## src/hdl/alu_pkg.sv

```systemverilog
// Shared types and constants for the add/sub/logic datapath and its issuer
package alu_pkg;
  localparam int DATA_W = 32;
  localparam int REG_IDX_W = 4;
  localparam int SIGN_BIT = 31;
  localparam logic [3:0] REG_SP = 4'hD;
  localparam logic [3:0] REG_PC = 4'hF;
  localparam logic [3:0] NO_DEST = 4'hF;
  localparam int HIGH_REG_BIT = 3;
  localparam int ALIGN_W = 2;
  localparam logic [31:0] IMM_SP_MAX = 32'h1FC;
  localparam logic [31:0] IMM_BASE_MAX = 32'h3FC;
  localparam logic [31:0] IMM_SEP_MAX = 32'h7;
  localparam logic [31:0] IMM_SAME_MAX = 32'hFF;

  typedef enum logic [3:0] {
    op_add = 4'h0,
    op_add_flags = 4'h1,
    add_with_carry_op = 4'h2,
    op_sub = 4'h3,
    op_sub_flags = 4'h4,
    subtract_with_borrow_op = 4'h5,
    negate_op = 4'h6,
    bitwise_and_op = 4'h7,
    bitwise_or_op = 4'h8,
    bitwise_xor_op = 4'h9,
    bit_clear_op = 4'hA,
    op_push = 4'hB,
    op_pop = 4'hC
  } alu_op_t;

  typedef struct packed {
    logic neg;
    logic zero;
    logic carry;
    logic ovf;
  } flags_t;

  localparam flags_t FLAGS_RESET = '{neg: 1'b0, zero: 1'b0, carry: 1'b0, ovf: 1'b0};
endpackage : alu_pkg

```

## src/hdl/alu_if.sv

```systemverilog
// Issue/result link between the instruction issuer and the datapath
`timescale 1ns/100ps
`default_nettype none
interface alu_if;
  import alu_pkg::*;
  logic issue_valid;
  alu_pkg::alu_op_t op;
  logic [3:0] dest_reg;
  logic dest_given;
  logic [3:0] first_src_reg;
  logic [3:0] second_src_reg;
  logic [31:0] first_val;
  logic [31:0] second_val;
  logic use_imm;
  logic [31:0] imm;
  logic pop_has_pc;
  logic res_valid;
  logic [31:0] result;
  logic [3:0] res_dest;
  logic res_write;
  alu_pkg::flags_t flags;
  logic branch_valid;
  logic [31:0] branch_target;

  modport datapath (
    input issue_valid, op, dest_reg, dest_given, first_src_reg, second_src_reg,
    input first_val, second_val, use_imm, imm, pop_has_pc,
    output res_valid, result, res_dest, res_write, flags, branch_valid, branch_target
  );
  modport issuer (
    output issue_valid, op, dest_reg, dest_given, first_src_reg, second_src_reg,
    output first_val, second_val, use_imm, imm, pop_has_pc,
    input res_valid, result, res_dest, res_write, flags, branch_valid, branch_target
  );
endinterface : alu_if
`default_nettype wire

```

## src/hdl/alu_adder.sv

```systemverilog
// 32-bit adder with carry-in, carry-out and signed overflow
`timescale 1ns/100ps
`default_nettype none
module alu_adder (
  input wire logic [31:0] a_i,
  input wire logic [31:0] b_i,
  input wire logic cin_i,
  output logic [31:0] sum_o,
  output logic cout_o,
  output logic ovf_o
);
  import alu_pkg::*;
  logic [32:0] wide;
  always_comb begin
    wide = {1'b0, a_i} + {1'b0, b_i} + {32'h0, cin_i};
  end
  assign sum_o = wide[31:0];
  assign cout_o = wide[32];
  // Overflow when both inputs share a sign the sum lacks
  assign ovf_o = (a_i[SIGN_BIT] == b_i[SIGN_BIT]) && (sum_o[SIGN_BIT] != a_i[SIGN_BIT]);
endmodule : alu_adder
`default_nettype wire

```

## src/hdl/alu_datapath.sv

```systemverilog
// Integer add/subtract/logic datapath holding the condition flags
//
// Contract
// - Push and pop keep all flags
// - Pop with PC branches to popped value
// - Add with carry writes, sets NZCV
// - Plain add writes sum, flags untouched
// - Flag-setting add equals add, sets NZCV
// - Negate computes zero minus first, sets NZCV
// - Subtract with borrow deducts one when carry set
// - Flag-setting subtract equals subtract, sets NZCV
// - Missing destination means first source
// - Carry ops use low regs, dest equals first
// - Register add: dest equals first, not both PC
// - SP/PC immediates bounded, multiples of four
// - Flag add/sub immediate ranges per destination form
// - Logic ops bitwise across 32 bits
// - Bit clear Bitwise_and_op with inverted second
// - Logic ops set NZ, keep CV
// - Logic ops low regs, dest equals first
// - Software chains carry for wide arithmetic
`timescale 1ns/100ps
`default_nettype none
module alu_datapath (
  input wire logic mclk_i,
  input wire logic rstn_i,
  alu_if.datapath bus,
  output alu_pkg::flags_t flags_o
);
  import alu_pkg::*;

  logic [31:0] operand_b;
  logic [31:0] add_a;
  logic [31:0] add_b;
  logic add_cin;
  logic [31:0] sum;
  logic cout;
  logic ovf;
  logic [31:0] logic_res;
  logic [31:0] next_result;
  logic arith_op;
  logic logic_op;
  logic write_op;
  logic pop_branch;
  flags_t next_flags;

  assign operand_b = bus.use_imm ? bus.imm : bus.second_val;

  // Subtraction is a + ~b + carry-in, so carry out reads as not-borrow
  always_comb begin
    add_a = bus.first_val;
    add_b = operand_b;
    add_cin = 1'b0;
    unique case (bus.op)
      add_with_carry_op: add_cin = flags_o.carry;
      op_sub, op_sub_flags: begin
        add_b = ~operand_b;
        add_cin = 1'b1;
      end
      subtract_with_borrow_op: begin
        add_b = ~operand_b;
        // Extra one deducted while carry is set
        add_cin = ~flags_o.carry;
      end
      // Zero minus first; a borrow shows as carry clear
      negate_op: begin
        add_a = '0;
        add_b = ~bus.first_val;
        add_cin = 1'b1;
      end
      default: ;
    endcase
  end

  // One shared adder serves every arithmetic form
  alu_adder u_adder (
    .a_i(add_a),
    .b_i(add_b),
    .cin_i(add_cin),
    .sum_o(sum),
    .cout_o(cout),
    .ovf_o(ovf)
  );

  // Logic ops never take the immediate path
  genvar gi;
  generate
    for (gi = 0; gi < DATA_W; gi++) begin : g_bit
      always_comb begin
        unique case (bus.op)
          bitwise_and_op: logic_res[gi] = bus.first_val[gi] & bus.second_val[gi];
          bitwise_or_op: logic_res[gi] = bus.first_val[gi] | bus.second_val[gi];
          bitwise_xor_op: logic_res[gi] = bus.first_val[gi] ^ bus.second_val[gi];
          bit_clear_op: logic_res[gi] = bus.first_val[gi] & ~bus.second_val[gi];
          default: logic_res[gi] = 1'b0;
        endcase
      end
    end
  endgenerate

  // Codes past the pop command are unused and decode as a flag-keeping no-op
  always_comb begin
    arith_op = 1'b0;
    logic_op = 1'b0;
    write_op = 1'b1;
    unique case (bus.op)
      add_with_carry_op, op_add_flags, op_sub_flags,
      subtract_with_borrow_op, negate_op: begin
        arith_op = 1'b1;
      end
      bitwise_and_op, bitwise_or_op, bitwise_xor_op, bit_clear_op: begin
        logic_op = 1'b1;
      end
      op_push, op_pop: begin
        write_op = 1'b0;
      end
      op_add, op_sub: begin
        write_op = 1'b1;
      end
      default: begin
        write_op = 1'b0;
      end
    endcase
  end

  assign next_result = logic_op ? logic_res : sum;

  always_comb begin
    next_flags = flags_o;
    if (arith_op) begin
      next_flags.neg = next_result[SIGN_BIT];
      next_flags.zero = (next_result == '0);
      next_flags.carry = cout;
      next_flags.ovf = ovf;
    end else if (logic_op) begin
      next_flags.neg = next_result[SIGN_BIT];
      next_flags.zero = (next_result == '0);
    end
    // Push, pop, plain add and plain subtract keep every flag
  end

  // Refused forms never raise issue_valid, so they cannot touch the flags
  always_ff @(posedge mclk_i) begin
    if (!rstn_i) begin
      flags_o <= FLAGS_RESET;
    end else if (bus.issue_valid) begin
      flags_o <= next_flags;
    end
  end

  // Result strobe follows every accepted issue by one cycle
  always_ff @(posedge mclk_i) begin
    if (!rstn_i) begin
      bus.res_valid <= 1'b0;
    end else begin
      bus.res_valid <= bus.issue_valid;
    end
  end

  // Result, destination and write enable hold until the next issue
  always_ff @(posedge mclk_i) begin
    if (!rstn_i) begin
      bus.result <= '0;
    end else if (bus.issue_valid) begin
      bus.result <= write_op ? next_result : '0;
    end
  end

  always_ff @(posedge mclk_i) begin
    if (!rstn_i) begin
      bus.res_dest <= '0;
    end else if (bus.issue_valid) begin
      bus.res_dest <= bus.dest_given ? bus.dest_reg : bus.first_src_reg;
    end
  end

  always_ff @(posedge mclk_i) begin
    if (!rstn_i) begin
      bus.res_write <= 1'b0;
    end else if (bus.issue_valid) begin
      bus.res_write <= write_op;
    end
  end

  // Pop data arrives as second_val once the pop has finished loading
  assign pop_branch = bus.issue_valid && bus.op == op_pop && bus.pop_has_pc;

  always_ff @(posedge mclk_i) begin
    if (!rstn_i) begin
      bus.branch_valid <= 1'b0;
    end else begin
      bus.branch_valid <= pop_branch;
    end
  end

  always_ff @(posedge mclk_i) begin
    if (!rstn_i) begin
      bus.branch_target <= '0;
    end else if (pop_branch) begin
      bus.branch_target <= bus.second_val;
    end
  end

  assign bus.flags = flags_o;
endmodule : alu_datapath
`default_nettype wire

```

## src/flat_wrapper.sv

```systemverilog
// flat-port wrapper written by rule: the top's interface ports become plain ports
module alu_datapath_flat import alu_pkg::*;
  (mclk_i, rstn_i, flags_o, bus_issue_valid, bus_op, bus_dest_reg, bus_dest_given, bus_first_src_reg, bus_second_src_reg, bus_first_val, bus_second_val, bus_use_imm, bus_imm, bus_pop_has_pc, bus_res_valid, bus_result, bus_res_dest, bus_res_write, bus_flags, bus_branch_valid, bus_branch_target);
  alu_if bus_i ();
  input wire logic mclk_i;
  input wire logic rstn_i;
  output alu_pkg::flags_t flags_o;
  input wire logic [$bits(bus_i.issue_valid)-1:0] bus_issue_valid;
  input wire logic [$bits(bus_i.op)-1:0] bus_op;
  input wire logic [$bits(bus_i.dest_reg)-1:0] bus_dest_reg;
  input wire logic [$bits(bus_i.dest_given)-1:0] bus_dest_given;
  input wire logic [$bits(bus_i.first_src_reg)-1:0] bus_first_src_reg;
  input wire logic [$bits(bus_i.second_src_reg)-1:0] bus_second_src_reg;
  input wire logic [$bits(bus_i.first_val)-1:0] bus_first_val;
  input wire logic [$bits(bus_i.second_val)-1:0] bus_second_val;
  input wire logic [$bits(bus_i.use_imm)-1:0] bus_use_imm;
  input wire logic [$bits(bus_i.imm)-1:0] bus_imm;
  input wire logic [$bits(bus_i.pop_has_pc)-1:0] bus_pop_has_pc;
  output wire logic [$bits(bus_i.res_valid)-1:0] bus_res_valid;
  output wire logic [$bits(bus_i.result)-1:0] bus_result;
  output wire logic [$bits(bus_i.res_dest)-1:0] bus_res_dest;
  output wire logic [$bits(bus_i.res_write)-1:0] bus_res_write;
  output wire logic [$bits(bus_i.flags)-1:0] bus_flags;
  output wire logic [$bits(bus_i.branch_valid)-1:0] bus_branch_valid;
  output wire logic [$bits(bus_i.branch_target)-1:0] bus_branch_target;
  assign bus_i.issue_valid = bus_issue_valid;
  assign bus_i.op = bus_op;
  assign bus_i.dest_reg = bus_dest_reg;
  assign bus_i.dest_given = bus_dest_given;
  assign bus_i.first_src_reg = bus_first_src_reg;
  assign bus_i.second_src_reg = bus_second_src_reg;
  assign bus_i.first_val = bus_first_val;
  assign bus_i.second_val = bus_second_val;
  assign bus_i.use_imm = bus_use_imm;
  assign bus_i.imm = bus_imm;
  assign bus_i.pop_has_pc = bus_pop_has_pc;
  assign bus_res_valid = bus_i.res_valid;
  assign bus_result = bus_i.result;
  assign bus_res_dest = bus_i.res_dest;
  assign bus_res_write = bus_i.res_write;
  assign bus_flags = bus_i.flags;
  assign bus_branch_valid = bus_i.branch_valid;
  assign bus_branch_target = bus_i.branch_target;
  alu_datapath u_core (.mclk_i(mclk_i), .rstn_i(rstn_i), .bus(bus_i), .flags_o(flags_o));
endmodule
```

## config.mk

```make
export PLATFORM = sky130hd
export DESIGN_NAME = alu_datapath_flat
export DESIGN_NICKNAME = d
export VERILOG_FILES = /design/src/hdl/alu_pkg.sv /design/src/hdl/alu_if.sv /design/src/hdl/alu_adder.sv /design/src/hdl/alu_datapath.sv /design/src/flat_wrapper.sv
export SDC_FILE = /design/constraint.sdc
export NUM_CORES = 1
export LEC_CHECK = 0
export BUFFER_PORTS_ARGS = -buffer_cell sky130_fd_sc_hd__buf_2
export CORE_UTILIZATION = 50
export CTS_CLUSTER_DIAMETER = 80
export DETAILED_ROUTE_END_ITERATION = 10
export HOLD_SLACK_MARGIN = 0.08
export PLACE_DENSITY = 0.86
export SYNTH_ARGS = -nofsm -noshare
export SYNTH_HDL_FRONTEND = slang
export SYNTH_HIERARCHICAL = 1
export SYNTH_SLANG_ARGS = --single-unit
```

## constraint.sdc

```tcl
create_clock -name mclk_i -period 8 [get_ports mclk_i]
set_input_delay 0.4 -clock mclk_i [delete_from_list [all_inputs] [get_ports mclk_i]]
set_output_delay 0.4 -clock mclk_i [all_outputs]
set_load 0.1 [all_outputs]
```

==> impl_metrics.csv <==
group,metric,value,unit
run_status,status,"complete, no violations",
power_and_ir_drop,p_per_area,183,nW/um2
yosys,ys_warn_count,6,
clocking,numCtsBuffers,9,
timing,drv_slew,0,
yosys,synth-seq-area-share,0.195,
clocking,cts_resized,0,
yosys,yosysTopAreaCellShare,0.195,
final_layout,multi_input_area,5540,um2
global_route,grt_max_degree,73,
die,start_util,0.509,
power_and_ir_drop,p_switching,0.000727,W
timing,setup_viol,0,
power_and_ir_drop,max-vdd-ir-drop,152,uV
die,num_rows,45,
power_and_ir_drop,power_frac_clock,0.270,
power_and_ir_drop,leakage,4.46,nW
die,io_pins,197,
worst_setup_path,crit_path_cell_trace,"buf_2 > nand2_1 > nand2_1 > a21o_1 > a21oi_1 > fa_1 > fa_1 > a21o_1 > a221oi_1 > nor3_1 > nor2_1 > buf_4 > o21ai_0 > o211ai_1 > xnor2_1 > a222oi_1 > nand3_1 > or4b_1 > or4_1 > o31ai_1",
worst_setup_path,r2r-end,"u_core/bus.flags[2]",
worst_hold_path,worstHoldStart,"bus_second_val[1]",
final_layout,layout.nets,1414,
final_layout,regArea,1500,um2
final_layout,fin_cells,1424,
timing,hold_viol,0,
final_layout,finalInstanceArea,9030,um2
yosys,syn_area,7710,um2
yosys,async_flop_share,0,
clocking,clock-root-buffer,"clkbuf_16",
place,place.gp.congestion,0.952,
yosys,ys_seq_elements,75,
detailed_routing,avgRoutedWirePerCell,18.2,um
clocking,cts_sinks,75,
timing,rsz0062_at_grt,"no",
place,place_inst,1408,
timing,period_share,0.804,
detailed_routing,routed_via_density,6.10,
detailed_routing,wl,25900,um
detailed_routing,dr.pass1.iters,5,
worst_hold_path,hold_class,"in -> reg",
die,core,15100,um2
timing,final.setup.tns,0,ns
final_layout,layout-drive-gt1-share,0.194,
clocking,clkTransAtPathRegs,0.07,ns
place,dpl.hpwl,19100,um
worst_setup_path,slowest_delay,0.88,ns
power_and_ir_drop,p_int,0.000926,W
final_layout,synthToLayoutAreaGrowth,17.1,%
detailed_routing,route.vias.total,8691,
global_route,overflow,0,
clocking,hold_buffers,0,
final_layout,fillCellCount,1388,
yosys,synth_area_leaders,"dfxtp_1 19%, ha_1 10%, a21oi_1 9.4%",
yosys,ys_dominant_reg_cell,"dfxtp_1",
worst_setup_path,timing.rr.start,"u_core/bus.flags[1]",
die,fp.dieH,126,um
clocking,htreeDepth,3,
timing,maxSlewHeadroom,0.227,
clocking,clock_latency,0.36,ns
job,drv_cap,0,
timing,fmax,0.156,GHz
worst_setup_path,critical_path.max_fanout,37,
detailed_routing,drtIter0Drc,943,
global_route,grt_pass1_wl,40600,um
worst_hold_path,whs_endpoint,"u_core/bus.branch_target[1]",
global_route,grt_use_total,0.321,
die,dieArea,15900,um2
die,die_w,126,um
yosys,syn_area_per_cell,7.05,um2
global_route,antenna_found_initial,0,
yosys,synthCells,1094,
power_and_ir_drop,total_power,0.00165,W
timing,skew,0.00573,ns
detailed_routing,ant_nets,0,
worst_setup_path,rrSetupSlack,2.69,ns
yosys,synth_edf_count,0,
worst_setup_path,startpoint_type,"primary input",
worst_setup_path,critical_path_arrival,6.71,ns
timing,fin_crit,6.43,ns
clocking,cts.path.max_buffers,2,
place,io_buffer_count,192,
timing,worst_pin_slew,1.16,ns
worst_setup_path,end_kind,"flop",
yosys,syn_nets,1277,
power_and_ir_drop,switching_share,0.440,
worst_setup_path,cp.required,8.28,ns
clocking,cts_tree,"built",
power_and_ir_drop,combPwrFrac,0.484,
yosys,synth.most_common_cell,"a21oi_1",
detailed_routing,drc,0,
yosys,synth_top_area_cell,"dfxtp_1",
yosys,ys_top_cells_by_count,"144 x a21oi_1, 109 x nor2_1, 106 x nand2_1",
worst_setup_path,r2r_cells,18,
power_and_ir_drop,pwr-share-seq,0.246,
worst_setup_path,slowest_stage,"a21o_1",
yosys,ys_types,68,
clocking,cts_setup_buffers,0,
worst_hold_path,holdPathStages,3,
timing,holdWs,0.324,ns
worst_setup_path,critical_path_class,"in -> reg",
place,dpl_cell_area,8710,um2
global_route,grt_pass1_vias,8022,
final_layout,diodes,0,
final cells by class:
class,instances,area share
clock buffers,11,0.0258
clock inverters,5,0.00943
inverters,95,0.0395
multi-input cells,843,0.614
flip-flops and latches,75,0.166
well taps,188,0.0261
repair buffers,207,0.119
power groups by stage:
stage	logic (W)	clock network (W)	registers [W]
CTS	0.000781	0.000451	0.000407
global route	0.000850	0.000465	0.000409
global placement	0.000765	0	0.000414
finish	0.000799	0.000447	0.000407
floorplan	0.000430	0	0.000566
detailed placement	0.000775	0	0.000415
critical path, delay by kind of cell:
| family | cells | cell delay, ns |
|---|---|---|
| compound gates | 8 | 2.98 |
| xor+xnor | 1 | 0.09 |
| fa+ha+maj | 2 | 0.97 |
| buf+inv | 2 | 0.53 |
| simple gates | 7 | 1.72 |
worst max path at each step:
stage	start	to	slack, ns	cells after the start
floorplan	bus_op[0]	u_core/bus.flags[2]	2.27	22
global placement	bus_op[0]	u_core/bus.flags[2]	1.57	20
detailed placement	bus_op[0]	u_core/bus.flags[2]	1.37	20
CTS	bus_op[0]	u_core/bus.flags[2]	1.74	20
global route	bus_op[0]	u_core/bus.flags[2]	1.21	20
finish	bus_op[0]	u_core/bus.flags[2]	1.57	20
metal layers:
layer	up-vias	part of all wire	global-route usage
li1	4132	-	-
met1	3992	0.42	0.405
met2	483	0.45	0.517
met3	84	0.095	0.0697
met4	0	0.040	0.159
met5	-	0	0
cells by family (layout without fill, tap and decap cells):
group,after synthesis,in the layout,synth area share
and+or+nand+nor,350,350,0.217
buffers and inverters,176,318,0.0888
AOI/OAI and AO/OA,337,337,0.278
DFF,75,75,0.195
adders and majority gates,65,65,0.107
muxes,63,63,0.0818
xor gates and xnor gates,28,28,0.0318
flip-flops by register name, indices dropped and copies added, names as in the netlist:
register / count
u_core/bus.result: 32
u_core/bus.res_write: 1
u_core/bus.res_valid: 1
u_core/bus.res_dest: 4
u_core/bus.branch_target: 32
u_core/bus.flags: 4
u_core/bus.branch_valid: 1
through the flow:
stage | setup slack (ns) | util
final | 1.57 | 0.596
after global routing | 1.21 | 0.596
after CTS | 1.74 | 0.596
after detailed placement | 1.37 | 0.575
after global placement | 1.57 | 0.575
after floorplan | 2.27 | -
cell usage in the layout, fill, tap and decap left out, types with 3 or more instances in the layout:
cell type  count
nand2_1      106
nor3b_1        7
buf_2        192
nor3_1         8
ha_1          63
o21ai_0       36
o211ai_1       5
dfxtp_1       75
o22ai_1       37
a2bb2oi_1      4
nor2b_1       10
a21o_1        18
or3_1          5
a31oi_1        9
nor2_1       109
a211oi_1      39
nand3_1        9
mux2i_1       63
a32oi_1        5
clkbuf_16      9
buf_4         15
nor4_1         3
nand2b_1       3
xor2_1        10
nand4_1       10
a221oi_1       4
inv_1         93
or2_2          4
and3_1        23
xnor2_1       18
o21bai_1       7
a21oi_1      143
and2_1        40
Power figures use the tool's default switching activity.
